File: src/scwd_defines.svh
`ifndef SCWD_DEFINES_SVH
`define SCWD_DEFINES_SVH

// control word bit positions
`define SCWD_BIT_PRESET_LO    0
`define SCWD_BIT_PRESET_HI    1
`define SCWD_BIT_RSVD2        2
`define SCWD_BIT_NO_COAST     3
`define SCWD_BIT_NO_QSTOP     4
`define SCWD_BIT_NO_HOLD      5
`define SCWD_BIT_START        6
`define SCWD_BIT_FAULT_ACK    7
`define SCWD_BIT_JOG          8
`define SCWD_BIT_RAMP_SEL     9
`define SCWD_BIT_DATA_VALID   10

// register offsets
`define SCWD_OFS_PROFILE      16'h0001
`define SCWD_OFS_CTRL_WORD    16'h0002

// reset values
`define SCWD_RST_CTRL_WORD    16'h0000
`define SCWD_RST_PROFILE      16'h0000

// response time
`define SCWD_RESP_TIME_NS     5000000
`define SCWD_CLK_PERIOD_NS    8
`define SCWD_RESP_CYCLES      (`SCWD_RESP_TIME_NS / `SCWD_CLK_PERIOD_NS)

`endif

File: src/scwd_pkg.sv
package scwd_pkg;

    typedef enum logic [1:0] {
        SCWD_OBJ_COIL    = 2'h0,
        SCWD_OBJ_INPUT   = 2'h1,
        SCWD_OBJ_HOLDING = 2'h2
    } scwd_obj_t;

    typedef struct packed {
        logic             valid;
        logic             write;
        scwd_obj_t        obj;
        logic [15:0]      addr;
        logic [15:0]      wdata;
    } scwd_req_t;

    typedef struct packed {
        logic             valid;
        logic             error;
        logic [15:0]      rdata;
    } scwd_rsp_t;

    typedef struct packed {
        logic [1:0]       preset_sel;
        logic             coast;
        logic             quick_stop;
        logic             hold;
        logic             run_enable;
        logic             ramp_stop;
        logic             jog;
        logic             ramp2_sel;
    } scwd_cmd_t;

endpackage

File: src/scwd_fault_ack.sv
`timescale 1ns/1ns
`default_nettype none
`include "scwd_defines.svh"

module scwd_fault_ack (
    // clock and reset
    input  wire logic clk,
    input  wire logic rst_b,
    // control word update
    input  wire logic ctrl_update,
    input  wire logic ack_bit,
    // fault gating
    input  wire logic fault_cond_clear,
    input  wire logic other_acks_done,
    // result
    output logic      fault_ack_pulse
);

    logic ack_prev_reg;

    // bit 7 value from previous control word update
    always_ff @(posedge clk) begin
        if (!rst_b) begin
            ack_prev_reg <= 1'b0;
        end else if (ctrl_update) begin
            ack_prev_reg <= ack_bit;
        end
    end

    // rising edge only, gated by fault state
    always_ff @(posedge clk) begin
        if (!rst_b) begin
            fault_ack_pulse <= 1'b0;
        end else begin
            fault_ack_pulse <= ctrl_update && ack_bit && !ack_prev_reg
                               && fault_cond_clear && other_acks_done;
        end
    end

endmodule // scwd_fault_ack
`default_nettype wire

File: src/scwd_decoder.sv
`timescale 1ns/1ns
`default_nettype none
`include "scwd_defines.svh"

module scwd_decoder #(
    parameter int RESP_CYCLES = `SCWD_RESP_CYCLES
) (
    // clock and reset
    input  wire logic               clk,
    input  wire logic               rst_b,
    // modbus object request and answer
    input  wire scwd_pkg::scwd_req_t req,
    output scwd_pkg::scwd_rsp_t      rsp,
    // drive state inputs
    input  wire logic [15:0]        drive_status_word,
    input  wire logic               fault_cond_clear,
    input  wire logic               other_acks_done,
    // command outputs
    output scwd_pkg::scwd_cmd_t      cmd,
    output logic                    fault_ack_pulse,
    output logic [15:0]             drive_control_word,
    output logic [15:0]             fieldbus_profile_select
);

    logic [15:0] ctrl_word_reg;
    logic [15:0] applied_word_reg;
    logic [15:0] profile_reg;
    logic        ctrl_wr;
    logic        prof_wr;
    logic        apply_now;

    function automatic logic hit(input scwd_pkg::scwd_req_t r,
                                 input scwd_pkg::scwd_obj_t o,
                                 input logic [15:0] a);
        hit = r.valid && (r.obj == o) && (r.addr == a);
    endfunction

    // word writes are holding registers, single bits are coils
    assign ctrl_wr = req.valid && req.write &&
                     (hit(req, scwd_pkg::SCWD_OBJ_HOLDING, `SCWD_OFS_CTRL_WORD) ||
                      hit(req, scwd_pkg::SCWD_OBJ_COIL, req.addr));
    assign prof_wr = req.write &&
                     hit(req, scwd_pkg::SCWD_OBJ_HOLDING, `SCWD_OFS_PROFILE);

    // coils address control word bits 0..15
    function automatic logic [15:0] merge(input scwd_pkg::scwd_req_t r,
                                          input logic [15:0] cur);
        logic [15:0] m;
        m = cur;
        if (r.obj == scwd_pkg::SCWD_OBJ_COIL) begin
            m[r.addr[3:0]] = r.wdata[0];
        end else begin
            m = r.wdata;
        end
        merge = m;
    endfunction

    // control word capture
    always_ff @(posedge clk) begin
        if (!rst_b) begin
            ctrl_word_reg <= `SCWD_RST_CTRL_WORD;
        end else if (ctrl_wr && (req.obj != scwd_pkg::SCWD_OBJ_COIL || req.addr[15:4] == 12'h000)) begin
            ctrl_word_reg <= merge(req, ctrl_word_reg);
        end
    end

    // profile selection
    always_ff @(posedge clk) begin
        if (!rst_b) begin
            profile_reg <= `SCWD_RST_PROFILE;
        end else if (prof_wr) begin
            profile_reg <= req.wdata;
        end
    end

    // data valid gate
    assign apply_now = ctrl_word_reg[`SCWD_BIT_DATA_VALID];
    always_ff @(posedge clk) begin
        if (!rst_b) begin
            applied_word_reg <= `SCWD_RST_CTRL_WORD;
        end else if (apply_now) begin
            applied_word_reg <= ctrl_word_reg;
        end
    end

    // level decode, no state machine
    always_ff @(posedge clk) begin
        if (!rst_b) begin
            cmd <= '0;
        end else begin
            cmd.preset_sel <= applied_word_reg[`SCWD_BIT_PRESET_HI:`SCWD_BIT_PRESET_LO];
            cmd.coast      <= !applied_word_reg[`SCWD_BIT_NO_COAST];
            cmd.quick_stop <= !applied_word_reg[`SCWD_BIT_NO_QSTOP];
            cmd.hold       <= !applied_word_reg[`SCWD_BIT_NO_HOLD];
            cmd.run_enable <= applied_word_reg[`SCWD_BIT_START];
            cmd.ramp_stop  <= !applied_word_reg[`SCWD_BIT_START];
            cmd.jog        <= applied_word_reg[`SCWD_BIT_JOG];
            cmd.ramp2_sel  <= applied_word_reg[`SCWD_BIT_RAMP_SEL];
        end
    end

    // fault acknowledge edge
    scwd_fault_ack u_fault_ack (
        .clk              (clk),
        .rst_b            (rst_b),
        .ctrl_update      (apply_now),
        .ack_bit          (ctrl_word_reg[`SCWD_BIT_FAULT_ACK]),
        .fault_cond_clear (fault_cond_clear),
        .other_acks_done  (other_acks_done),
        .fault_ack_pulse  (fault_ack_pulse)
    );

    // read data select
    function automatic logic [15:0] rd_sel(input scwd_pkg::scwd_req_t r,
                                           input logic [15:0] cw,
                                           input logic [15:0] pf,
                                           input logic [15:0] sw);
        logic [15:0] d;
        d = 16'h0000;
        unique case (r.obj)
            scwd_pkg::SCWD_OBJ_COIL: begin
                d = {15'h0000, cw[r.addr[3:0]]};
            end
            scwd_pkg::SCWD_OBJ_INPUT: begin
                d = sw;
            end
            scwd_pkg::SCWD_OBJ_HOLDING: begin
                d = (r.addr == `SCWD_OFS_PROFILE) ? pf : cw;
            end
            default: begin
                d = 16'h0000;
            end
        endcase
        rd_sel = d;
    endfunction

    function automatic logic bad(input scwd_pkg::scwd_req_t r);
        logic e;
        e = 1'b0;
        unique case (r.obj)
            scwd_pkg::SCWD_OBJ_COIL: begin
                e = (r.addr[15:4] != 12'h000);
            end
            scwd_pkg::SCWD_OBJ_INPUT: begin
                e = r.write || (r.addr != 16'h0000);
            end
            scwd_pkg::SCWD_OBJ_HOLDING: begin
                e = (r.addr != `SCWD_OFS_PROFILE) && (r.addr != `SCWD_OFS_CTRL_WORD);
            end
            default: begin
                e = 1'b1;
            end
        endcase
        bad = e;
    endfunction

    // one answer per request, next cycle
    always_ff @(posedge clk) begin
        if (!rst_b) begin
            rsp <= '0;
        end else begin
            rsp.valid <= req.valid;
            rsp.error <= req.valid && bad(req);
            rsp.rdata <= (req.valid && !req.write) ?
                         rd_sel(req, ctrl_word_reg, profile_reg, drive_status_word) : 16'h0000;
        end
    end

    assign drive_control_word      = ctrl_word_reg;
    assign fieldbus_profile_select = profile_reg;

endmodule // scwd_decoder
`default_nettype wire

File: config.mk
export PLATFORM = sky130hd
export DESIGN_NAME = scwd_decoder
export DESIGN_NICKNAME = d
export VERILOG_FILES = /design/src/scwd_pkg.sv /design/src/scwd_fault_ack.sv /design/src/scwd_decoder.sv
export VERILOG_INCLUDE_DIRS = /design/src
export SDC_FILE = /design/constraint.sdc
export NUM_CORES = 1
export LEC_CHECK = 0
export BUFFER_PORTS_ARGS = -buffer_cell sky130_fd_sc_hd__buf_2
export CAP_MARGIN = 15
export CORE_MARGIN = 5
export CORE_UTILIZATION = 35
export DETAILED_ROUTE_END_ITERATION = 12
export HOLD_SLACK_MARGIN = 0.05
export PLACE_DENSITY = 0.67
export SYNTH_ARGS = -nofsm -noshare
export SYNTH_HDL_FRONTEND = slang
export SYNTH_SLANG_ARGS = --single-unit
File: constraint.sdc
create_clock -name clk -period 3.2 [get_ports clk]
set_input_delay 0.16 -clock clk [delete_from_list [all_inputs] [get_ports clk]]
set_output_delay 0.16 -clock clk [all_outputs]
set_load 0.05 [all_outputs]
== After elaboration in Yosys (flattened, before gate mapping) ==
Index checks and enable logic that the tools add are counted.

* Order comparisons: 2
* Multiplexer cells: 10
* Reductions and logical operators: 31
* Equal/unequal tests: 6

{| class="wikitable"
|+ Operators by type and width
! operator !! count
|-
| case mux 16 bit (3 select lines) || 1
|-
| two-way mux 16 bit || 2
|-
| bitwise mux 16 bit || 1
|-
| equality test 16 x 1 -> 1 bit (second input constant) || 1
|-
| equality test 16 x 2 -> 1 bit (second input constant) || 1
|-
| logical AND 1 bit || 16
|-
| inequality test 16 x 1 -> 1 bit (second input constant) || 1
|-
| inequality test 16 x 2 -> 1 bit (second input constant) || 1
|-
| nonzero test 16 bit || 1
|-
| logical NOT 12 bit || 1
|-
| nonzero test 12 bit || 1
|-
| logical NOT 1 bit || 6
|-
| less-than comparator 4 x 5 -> 1 bit (second input constant) || 1
|-
| binary-select mux 1 bit (select 4 bit) || 1
|-
| demux 1 bit (select 4 bit) || 1
|-
| >= comparator 4 x 1 -> 1 bit (second input constant) || 1
|-
| logical OR 1 bit || 3
|-
| two-way mux 1 bit || 3
|-
| case mux 1 bit (3 select lines) || 1
|-
| equality test 2 x 1 -> 1 bit (second input constant) || 1
|-
| equality test 2 bit (second input constant) || 1
|-
| logical NOT 2 bit || 1
|-
| AND reduction 2 bit || 1
|-
| nonzero test 2 bit || 1
|}

* Output and inout port bits: 60
* Bits of input ports: 56
* Flip-flop bits (word level): 71

== Logic depth before layout (Yosys ltp) ==
Gate-level depths: netlist (run 1).

* Depth in word-level cells: 6
* Gate-level depth with buffers: 8
* Mapped depth without buffers: 5

== Modules after synthesis ==
From an unflattened synthesis (run 1), not the netlist that was laid out.

* Cells, all modules: 327
* Area, all modules: 3124.2 µm²

{| class="wikitable"
|+ By module, submodules not included
! module !! instances !! area each (µm²) !! cells an instance !! seq. area each (µm²)
|-
| scwd_decoder || 1 || 3049.2 || 321 || 1341.3
|-
| scwd_fault_ack || 1 || 75.1 || 6 || 40.0
|}

== Worst setup path before layout (run 1) ==
OpenSTA, ideal clock, no wires.

* Kind: input port to flip-flop
* Start: in req[16] (netlist name)
* End: reg ctrl_word_reg[8] (netlist: drive_control_word[8])
* Required time: 3.112 ns
* Data arrival time: 1.806 ns
* Library setup time: 0.088 ns
* Path slack: 1.306 ns
* Stages: 8
* Buffers on the path: 3
* Cell sequence: buf_6 > or4b_4 > a211oi_4 > and2_4 > buf_8 > buf_12 > a21oi_2 > a311oi_2

* Cells in the longest elaborated chain, start to end: 6
* Elaborated cells between the ends (all ways): 12
* Those cells by class: order compare: 2; eq/ne: 1; mux: 4; reduce/logical: 5

{| class="wikitable"
|+ Ends and longest elaborated chain
! element !! line !! source
|-
| from (decl) || scwd_decoder.sv:12 || <nowiki>input wire scwd_pkg::scwd_req_t req,</nowiki>
|-
| less-than comparator 4 x 5 -> 1 bit (not written as such) or >= comparator 4 x 1 -> 1 bit (tied branches) || scwd_decoder.sv:51 || <nowiki>m[r.addr[3:0]] = r.wdata[0];</nowiki>
|-
| logical AND 1 bit (not written as such) || scwd_decoder.sv:51 ||
|-
| two-way mux 1 bit (not written as such) || scwd_decoder.sv:51 ||
|-
| demux 1 bit (select 4 bit) || scwd_decoder.sv:51 ||
|-
| bitwise mux 16 bit || scwd_decoder.sv:51 ||
|-
| two-way mux 16 bit || scwd_decoder.sv:50 || <nowiki>if (r.obj == scwd_pkg::SCWD_OBJ_COIL) begin</nowiki>
|-
| to (signal assigned) || scwd_decoder.sv:61 || <nowiki>ctrl_word_reg <= `SCWD_RST_CTRL_WORD;</nowiki>
|-
| to (signal assigned) || scwd_decoder.sv:63 || <nowiki>ctrl_word_reg <= merge(req, ctrl_word_reg);</nowiki>
|-
| to (decl) || scwd_decoder.sv:25 || <nowiki>logic [15:0] ctrl_word_reg;</nowiki>
|}

Parallel ways exist; a longest one is shown, timed or not.
A chain may end at the register's enable or synchronous reset.

== Worst setup path in the final report (run 1) ==
* Start: in req[21] (netlist name)
* End: reg profile_reg[1] (netlist: fieldbus_profile_select[1])

* Cells in the longest elaborated chain, start to end: 3

{| class="wikitable"
|+ Ends and longest elaborated chain
! element !! line !! source
|-
| equality test 16 x 1 -> 1 bit || scwd_decoder.sv:35 || <nowiki>hit = r.valid && (r.obj == o) && (r.addr == a);</nowiki>
|-
| logical AND 1 bit || scwd_decoder.sv:35 ||
|-
| logical AND 1 bit || scwd_decoder.sv:42 || <nowiki>assign prof_wr = req.write &&</nowiki>
|-
| to (signal assigned) || scwd_decoder.sv:70 || <nowiki>profile_reg <= `SCWD_RST_PROFILE;</nowiki>
|-
| to (signal assigned) || scwd_decoder.sv:72 || <nowiki>profile_reg <= req.wdata;</nowiki>
|-
| to (decl) || scwd_decoder.sv:27 || <nowiki>logic [15:0] profile_reg;</nowiki>
|}

Every way passes these cells.

==> impl_metrics.toml, run 1 <==
[status]
status = "finished clean"

[yosys]
synth_seq_cells = 69
synth_most_common_cell = "dfxtp_1"
synthArstFlopShare_pct = 0
synthDominantCellAreaShare_pct = 43.2
synth_common_cells = "dfxtp_1 (69), nand2_1 (45), nor2_1 (42)"
synth_cells = 350
dominantRegCellSynth = "dfxtp_1"
synth_cell_type_count = 47
postSynthAreaPerCell_um2 = 9.14
yosysTopAreaCell = "dfxtp_1"
syn_area_um2 = 3200
synth_edf_count = 0
yosysWarnings = 0
synthTopCellsByArea = "dfxtp_1 (43%), a22oi_1 (5.6%), mux2_2 (5.3%)"
syn_nets = 406
ys_seq_area_share_pct = 43.2

[layout]
nFillCells = 865
layout-drive-gt1-share_pct = 36.3
diodes = 0
largest_reg_flops = 18
largest-register = "rsp"
area_growth_pct = 26.6
seq_area_um2 = 1380
multi_input_area_um2 = 1650
fin_nets = 511
layout.cells.non_filler = 568

[clock_network]
cts_buffer_depth = 2
clkLatencyLatePin_ns = 0.35
cts_setup_buffers = 0
numClockSinks = 69
clock-root-buffer = "clkbuf_8"
cts_hold_buf = 3
tritoncts = "built"
clk_pin_slew_ns = 0.08
htreeDepth = 3
numCtsBuffers = 9
cts_resized = 0

[timing]
fin_crit_sh_pct = 59.4
setup-tns-final_ns = 0
timing.final.crit_period_ns = 1.90
timing.fmax_mhz = 527
grt_setup_unrepaired = "false"
worst_pin_slew_ns = 1.16
maxSlewViolCount = 0
worst_slack_ns = 1.30
skew_ns = 0.0113
finalHoldViolCount = 0
finalSetupViolCount = 0
slew_headroom_pct = 22.5

[min_path]
whs_endpoint = "rsp[4]"
min_from = "drive_status_word[4]"
min_path_type = "in2reg"
hold-path-cell-count = 3

[detailed_routing]
drc_errors = 0
viasPerCell = 5.37
ant_nets = 0
vias = 3050
met3_length_um = 899
top_layer_used = "met4"
drt-wirelength-per-cell_um = 17.8
wl_met2_um = 4630
drt_iter0_drc = 236
met1_length_um = 4390
wl_um = 10100
firstDrtPassIters = 5

[worst_setup_path]
rr_startpoint = "drive_control_word[6]"
worstPathMaxFanout = 16
crit_path_end_kind = "flop"
startpoint_type = "input pin"
criticalPathCategory = "in2reg"
cp.arrival_ns = 2.13
r2r_end = "rsp[0]"
rrSetupSlack_ns = 1.51
worst_ep_required_time_ns = 3.43
worst_r2r_path_depth = 5

[floorplan]
ios = 116
die_h_um = 106
rows = 34
fp.coreArea_um2 = 8810
dieWidth_um = 106
die_area_um2 = 11200
start_util_pct = 36.3

[grt]
grt_remaining_overflow = 0
grt_max_degree = 30
antenna_found_initial = 0
grt_pass1_wl_um = 15900
track_usage_pct = 17.9
grt_pass1_vias = 3033

[place]
dp_slack_ns = 0.967
post-dp-hpwl_um = 7540
place_congestion = 0.858
dp_cells = 549
portBuffers = 115

[run]
drv_cap = 0

[pwr]
power.leakage_uw = 0.00171
power_density_nw_per_um2 = 473
ir_drop_v = 0.000237
## placed cells by master (no fill, tap or decap), drive strengths merged, types with 2 or more instances in the layout
cell type	netlist	layout
nand2	45	45
nand3	4	4
a21oi	32	32
or2	3	3
o21ai	18	18
buf	12	119
mux4	4	4
and3	4	4
nand2b	5	5
bufinv	0	3
and2	9	9
nor2b	3	3
clkbuf	16	11
mux2i	10	10
mux2	15	15
a31oi	2	2
o211ai	2	2
o41ai	2	2
a211oi	3	3
nand4	2	2
a311oi	9	9
nor2	42	42
nor4	3	3
dfxtp	69	69
a22oi	24	24
dlygate4sd3	0	3
## area by class of cell
cell class,instances,area share (%)
Timing Repair Buffer,122,15.7
Clock buffer,11,3.49
Inverter,1,0.0927
Sequential cell,69,34.1
Tap cell,108,3.34
Clock inverter,5,2.63
Multi-Input combinational cell,252,40.6
## worst max-delay path by stage
stage          startpoint                     endpoint  depth (start not counted)
4_1_cts           req[21]  fieldbus_profile_select[14]                          6
3_3_place_gp      req[17]                       rsp[0]                          7
3_5_place_dp      req[25]   fieldbus_profile_select[1]                          6
6_report          req[21]   fieldbus_profile_select[1]                          6
2_1_floorplan     req[16]        drive_control_word[8]                          8
5_1_grt           req[21]  fieldbus_profile_select[14]                          6
## critical path, stage by stage
cell and delay, ns:
buf_2 0.10, nor4_1 0.60, and3_1 0.41, nand3_1 0.53, nand2_1 0.24, a21oi_1 0.08
## metal layers
layer	GRT usage, %	vias to the layer above
met5	0	-
met4	5.37	0
met3	6.05	13
met2	28.1	143
met1	23.4	1421
li1	-	1473
## cell families after synthesis
group | Yosys count | synth area share, %
flops | 69 | 43.2
buf+inv | 29 | 5.40
simple gates | 126 | 18.5
compound gates | 97 | 21.3
mux | 29 | 11.6
## power by group
part           switching [uW]  internal [uW]  total [uW]
logic                     109           57.3         166
clock network             341            542         884
registers                1.17            864         865
## through the flow
stage | instance area [um2] | hold WS [ns] | total power [uW] | util [%]
floorplan | 3200 | 0.300 | 980 | -
global placement | 3770 | 0.405 | 1040 | 42.8
detailed placement | 3770 | 0.406 | 1050 | 42.8
CTS | 4050 | 0.0536 | 1940 | 46.0
global route | 4050 | 0.0559 | 2000 | 46.0
finish | 4050 | 0.0631 | 1910 | 46.0
Note: power is estimated with default switching activity, not from simulation.
==> inputs of run 2 (changes only) <==
--- a/config.mk
+++ b/config.mk
@@ -6,13 +6,14 @@
 export SDC_FILE = /design/constraint.sdc
 export NUM_CORES = 1
 export LEC_CHECK = 0
+export ABC_AREA = 1
 export BUFFER_PORTS_ARGS = -buffer_cell sky130_fd_sc_hd__buf_2
 export CAP_MARGIN = 15
 export CORE_MARGIN = 5
 export CORE_UTILIZATION = 35
 export DETAILED_ROUTE_END_ITERATION = 12
 export HOLD_SLACK_MARGIN = 0.05
-export PLACE_DENSITY = 0.67
+export PLACE_DENSITY = 0.66
 export SYNTH_ARGS = -nofsm -noshare
 export SYNTH_HDL_FRONTEND = slang
 export SYNTH_SLANG_ARGS = --single-unit
==> constraint.sdc (replaced) <==
create_clock -name clk -period 1.9 [get_ports clk]
set_input_delay 0.095 -clock clk [delete_from_list [all_inputs] [get_ports clk]]
set_output_delay 0.095 -clock clk [all_outputs]
set_load 0.05 [all_outputs]
==> run 2 against run 1 <==
Against the previous run: routed wire length is 11% higher; non-clock buffer count is 40 higher; sequential cell count unchanged; sequential share of layout area down 5.1 points; via count rose by 25%; clock skew fell by 0.0070 ns; final cell count up 46%.
==> impl_metrics.toml, run 2 <==
[clock_network]
numClockSinks = 69
cts_buffer_depth = 2
tritoncts = "built"
cts_resized = 0
numCtsBuffers = 9
clkLatencyLatePin_ns = 0.35
clk_pin_slew_ns = 0.08
htreeDepth = 3
clock-root-buffer = "clkbuf_8"

[yosys]
synth_edf_count = 0
synthTopCellsByArea = "dfxtp_1 (40%), nand2_1 (18%), nor2_1 (9.2%)"
dominantRegCellSynth = "dfxtp_1"
syn_area_um2 = 3470
synth_most_common_cell = "nand2_1"
synth_seq_cells = 69
syn_nets = 601
postSynthAreaPerCell_um2 = 6.37
synthDominantCellAreaShare_pct = 39.8
ys_seq_area_share_pct = 39.8
yosysTopAreaCell = "dfxtp_1"
synth_cell_type_count = 27
synth_common_cells = "nand2_1 (166), nor2_1 (85), dfxtp_1 (69)"
synthArstFlopShare_pct = 0
synth_cells = 545
yosysWarnings = 0

[worst_setup_path]
worst_ep_required_time_ns = 2.17
crit_path_end_kind = "flop"
criticalPathCategory = "in2reg"
cp.arrival_ns = 2.00
startpoint_type = "input pin"
worstPathMaxFanout = 16

[grt]
antenna_found_initial = 0
grt_remaining_overflow = 0
grt_max_degree = 33
track_usage_pct = 18.9
grt_pass1_vias = 3710
grt_pass1_wl_um = 17800

[timing]
worst_slack_ns = 0.171
worst_pin_slew_ns = 0.503
finalHoldViolCount = 0
timing.fmax_mhz = 578
fin_crit_sh_pct = 91.0
setup-tns-final_ns = 0
maxSlewViolCount = 0
skew_ns = 0.00435
finalSetupViolCount = 0
slew_headroom_pct = 66.4
timing.final.crit_period_ns = 1.73
grt_setup_unrepaired = "false"

[detailed_routing]
drt-wirelength-per-cell_um = 13.5
ant_nets = 0
wl_um = 11200
drt_iter0_drc = 273
viasPerCell = 4.61
firstDrtPassIters = 4
vias = 3820
drc_errors = 0

[layout]
largest_reg_flops = 18
layout-drive-gt1-share_pct = 22.6
area_growth_pct = 36.9
mostFrequentLayoutCell = "nand2_1"
largest-register = "rsp"
diodes = 0
final_cell_mix = "nand2_1 (166), buf_2 (115), nor2_1 (85)"
fin_nets = 746

[place]
place_congestion = 0.841
dp_slack_ns = 0.262
post-dp-hpwl_um = 7870
portBuffers = 115

[floorplan]
die_area_um2 = 12000
start_util_pct = 35.7
fp.coreArea_um2 = 9730
dieWidth_um = 110
rows = 36
die_h_um = 110
ios = 116

[pwr]
power.leakage_uw = 0.00237
ir_drop_v = 0.000307
power_density_nw_per_um2 = 722
p_total_uw = 3430

[status]
status = "finished clean"

[min_path]
min_path_type = "in2reg"

[run]
drv_cap = 0
run 2: cell count changes after synthesis, sizes merged, moves of 14 or more:
cell and delta:
nand2 +122, nand3 +14, mux2 -15, inv +68, nor2 +49, o21ai +26
run 2: kinds of logic after synthesis:
| family | Yosys count | share of synthesized area, % |
|---|---|---|
| compound gates | 88 | 13.8 |
| simple gates | 292 | 34.6 |
| flops | 69 | 39.8 |
| buf+inv | 96 | 11.7 |
run 2: per-stage QoR:
step | std cells | cell area (um2) | util [%] | hold slack, ns
after floorplan | 545 | 3470 | - | 0.214
after global placement | 777 | 4160 | 42.8 | 0.330
after detailed placement | 777 | 4160 | 42.8 | 0.334
after CTS | 828 | 4750 | 48.9 | 0.0818
after global routing | 828 | 4750 | 48.9 | 0.101
final | 828 | 4750 | 48.9 | 0.0945
run 2: worst max-delay path, stage by stage:
cell	delay [ns]
dlygate4sd3_1	0.53
buf_2	0.14
nand2_1	0.05
dlygate4sd3_1	0.57
inv_1	0.07
nand2_1	0.29
a21oi_1	0.24
run 2: what timing repair did:
| item | CTS | global route |
|---|---|---|
| hold buffers | 35 | 0 |
| hold endpoints to repair | 35 | 0 |
| setup buffers | 0 | 0 |
| setup endpoints to repair | 0 | 0 |
run 2: power breakdown:
| group | switching (uW) | leakage, uW | internal [uW] |
|---|---|---|---|
| clock | 591 | 0.000116 | 872 |
| combinational | 301 | 0.00169 | 177 |
| sequential | 17.6 | 0.000559 | 1470 |
run 2: worst paths after layout:
path	start	end	slack [ns]	depth (start not counted)
worst max-delay path	req[35]	rsp[11]	0.17	7
worst min-delay path	req[32]	rsp[16]	0.09	3
worst max register to register	drive_control_word[7]	rsp[0]	0.53	8
worst min register to register	applied_word_reg[5]	cmd[4]	0.42	1
run 2: layout make-up:
| class | count | area, um2 |
|---|---|---|
| Fill cell | 1000 | 4980 |
| Multi-Input combinational cell | 380 | 1680 |
| Sequential cell | 69 | 1380 |
| Timing Repair Buffer | 162 | 1030 |
| Inverter | 68 | 255 |
| Tap cell | 133 | 166 |
| Clock buffer | 10 | 128 |
| Clock inverter | 6 | 111 |
run 2: layer usage:
| layer | track usage, % | wire, um |
|---|---|---|
| met2 | 31.8 | 5060 |
| met1 | 23.7 | 5160 |
| met4 | 7.21 | 210 |
| met5 | 0 | 0 |
| met3 | 3.99 | 741 |
==> inputs of run 3 (changes only) <==
--- a/config.mk
+++ b/config.mk
@@ -7,7 +7,7 @@
 export NUM_CORES = 1
 export LEC_CHECK = 0
 export ABC_AREA = 1
-export BUFFER_PORTS_ARGS = -buffer_cell sky130_fd_sc_hd__buf_2
+export BUFFER_PORTS_ARGS = -buffer_cell sky130_fd_sc_hd__buf_4
 export CAP_MARGIN = 15
 export CORE_MARGIN = 5
 export CORE_UTILIZATION = 35
==> run 3 against run 2 <==
Against the previous run: first-iteration DRC count decreased by 33%; fmax increased by 35%; design area increased by 5.2%; largest power group unchanged; combinational power rose by 9.2%; non-clock buffer count is the same; clock skew increased by 0.00095 ns; setup slack improved by 0.45 ns.
==> impl_metrics.toml, run 3 (synthesized netlist as in run 2, its figures left out) <==
[grt]
grt_max_degree = 30
antenna_found_initial = 0
grt_pass1_wl_um = 17500
track_usage_pct = 18.5
grt_pass1_vias = 3606
grt_remaining_overflow = 0

[pwr]
comb_power_share_pct = 16.1
swShare_pct = 28.9
power.leakage_uw = 0.00239
power_density_nw_per_um2 = 647
pwr-share-clk_pct = 37.8
seqPwrFrac_pct = 46.1
switchingPower_uw = 935
p_int_uw = 2300
ir_drop_v = 0.000337

[floorplan]
ios = 116
dieWidth_um = 110
die_h_um = 110
die_area_um2 = 12000
start_util_pct = 35.7
rows = 36
fp.coreArea_um2 = 9730

[clock_network]
cts_resized = 0
clk_pin_slew_ns = 0.08
htreeDepth = 3
clock-root-buffer = "clkbuf_8"
tritoncts = "built"
numCtsBuffers = 9
clkLatencyLatePin_ns = 0.35
cts_buffer_depth = 2
numClockSinks = 69

[layout]
area_growth_pct = 44.0
nFillCells = 965
layout-drive-gt1-share_pct = 22.9
seq_area_um2 = 1380
largest_reg_flops = 18
diodes = 0
multi_input_area_um2 = 1680
largest-register = "rsp"
mostFrequentLayoutCell = "nand2_1"
fin_nets = 746
final_cell_mix = "nand2_1 (166), buf_4 (127), nor2_1 (85)"

[worst_setup_path]
criticalPathCategory = "reg2reg"
worst_ep_required_time_ns = 2.12
startpoint_type = "flop"
worstPathMaxFanout = 3
crit_path_end_kind = "flop"
cp.arrival_ns = 1.50

[detailed_routing]
viasPerCell = 4.61
vias = 3815
drc_errors = 0
drt_iter0_drc = 184
wl_um = 11100
drt-wirelength-per-cell_um = 13.5
ant_nets = 0
firstDrtPassIters = 4

[timing]
worst_pin_slew_ns = 0.529
finalSetupViolCount = 0
finalHoldViolCount = 0
fin_crit_sh_pct = 67.4
slew_headroom_pct = 64.6
skew_ns = 0.00530
setup-tns-final_ns = 0
timing.fmax_mhz = 781
hold_slack_ns = 0.0684
timing.final.crit_period_ns = 1.28
grt_setup_unrepaired = "false"
maxSlewViolCount = 0

[place]
post-dp-hpwl_um = 8110
portBuffers = 115
place_congestion = 0.812

[status]
status = "finished clean"

[run]
drv_cap = 0

[min_path]
min_path_type = "in2reg"
[run 3: per-stage QoR]
stage | instances | total power [uW] | worst slack, ns | cell area [um2] | utilization, %
CTS | 828 | 3260 | 0.615 | 5000 | 51.4
detailed placement | 778 | 1990 | 0.278 | 4460 | 45.8
finish | 828 | 3240 | 0.620 | 5000 | 51.4
global route | 828 | 3370 | 0.431 | 5000 | 51.4
global placement | 778 | 1980 | 0.367 | 4460 | 45.8
floorplan | 545 | 1790 | 0.547 | 3470 | -
[run 3: power groups by stage]
stage          combinational (uW)  clock, uW  sequential, uW
3_3_place_gp                  459          0            1530
3_5_place_dp                  464          0            1520
4_1_cts                       522       1240            1490
6_report                      522       1220            1490
5_1_grt                       568       1310            1490
2_1_floorplan                 195          0            1590
[run 3: final timing paths]
check	end	cells past startpoint	slack (ns)	from
worst max-delay path	rsp[0]	8	0.62	drive_control_word[4]
worst min-delay path	rsp[16]	3	0.07	req[32]
worst max register to register	rsp[0]	8	0.62	drive_control_word[4]
worst min register to register	cmd[5]	1	0.41	applied_word_reg[4]
[run 3: worst max-delay path, stage by stage (launching register included)]
cell and delay, ns:
dfxtp_1 0.36, inv_1 0.15, o21ai_0 0.09, nand2_1 0.06, nand2_1 0.05, nand2_1 0.05
nand2_1 0.05, o21ai_0 0.23, a21oi_1 0.10
[run 3: timing repair]
action,in CTS,in global routing
hold buffers,34,0
endpoints found under the hold margin,35,0
buffers inserted,0,0
[run 3: layout make-up]
| cell class | instances | area share (%) |
|---|---|---|
| inverters | 68 | 5.11 |
| clock buffers | 9 | 2.48 |
| multi-input cells | 380 | 33.7 |
| well taps | 133 | 3.33 |
| flip-flops and latches | 69 | 27.6 |
| repair buffers | 162 | 26.3 |
| clock inverters | 7 | 1.53 |
[run 3: routing by layer]
layer / GRT usage (%) / routed length (um)
met1: 23.1 / 4900
met2: 31.3 / 5160
met3: 4.40 / 959
met4: 6.06 / 122
met5: 0 / 0
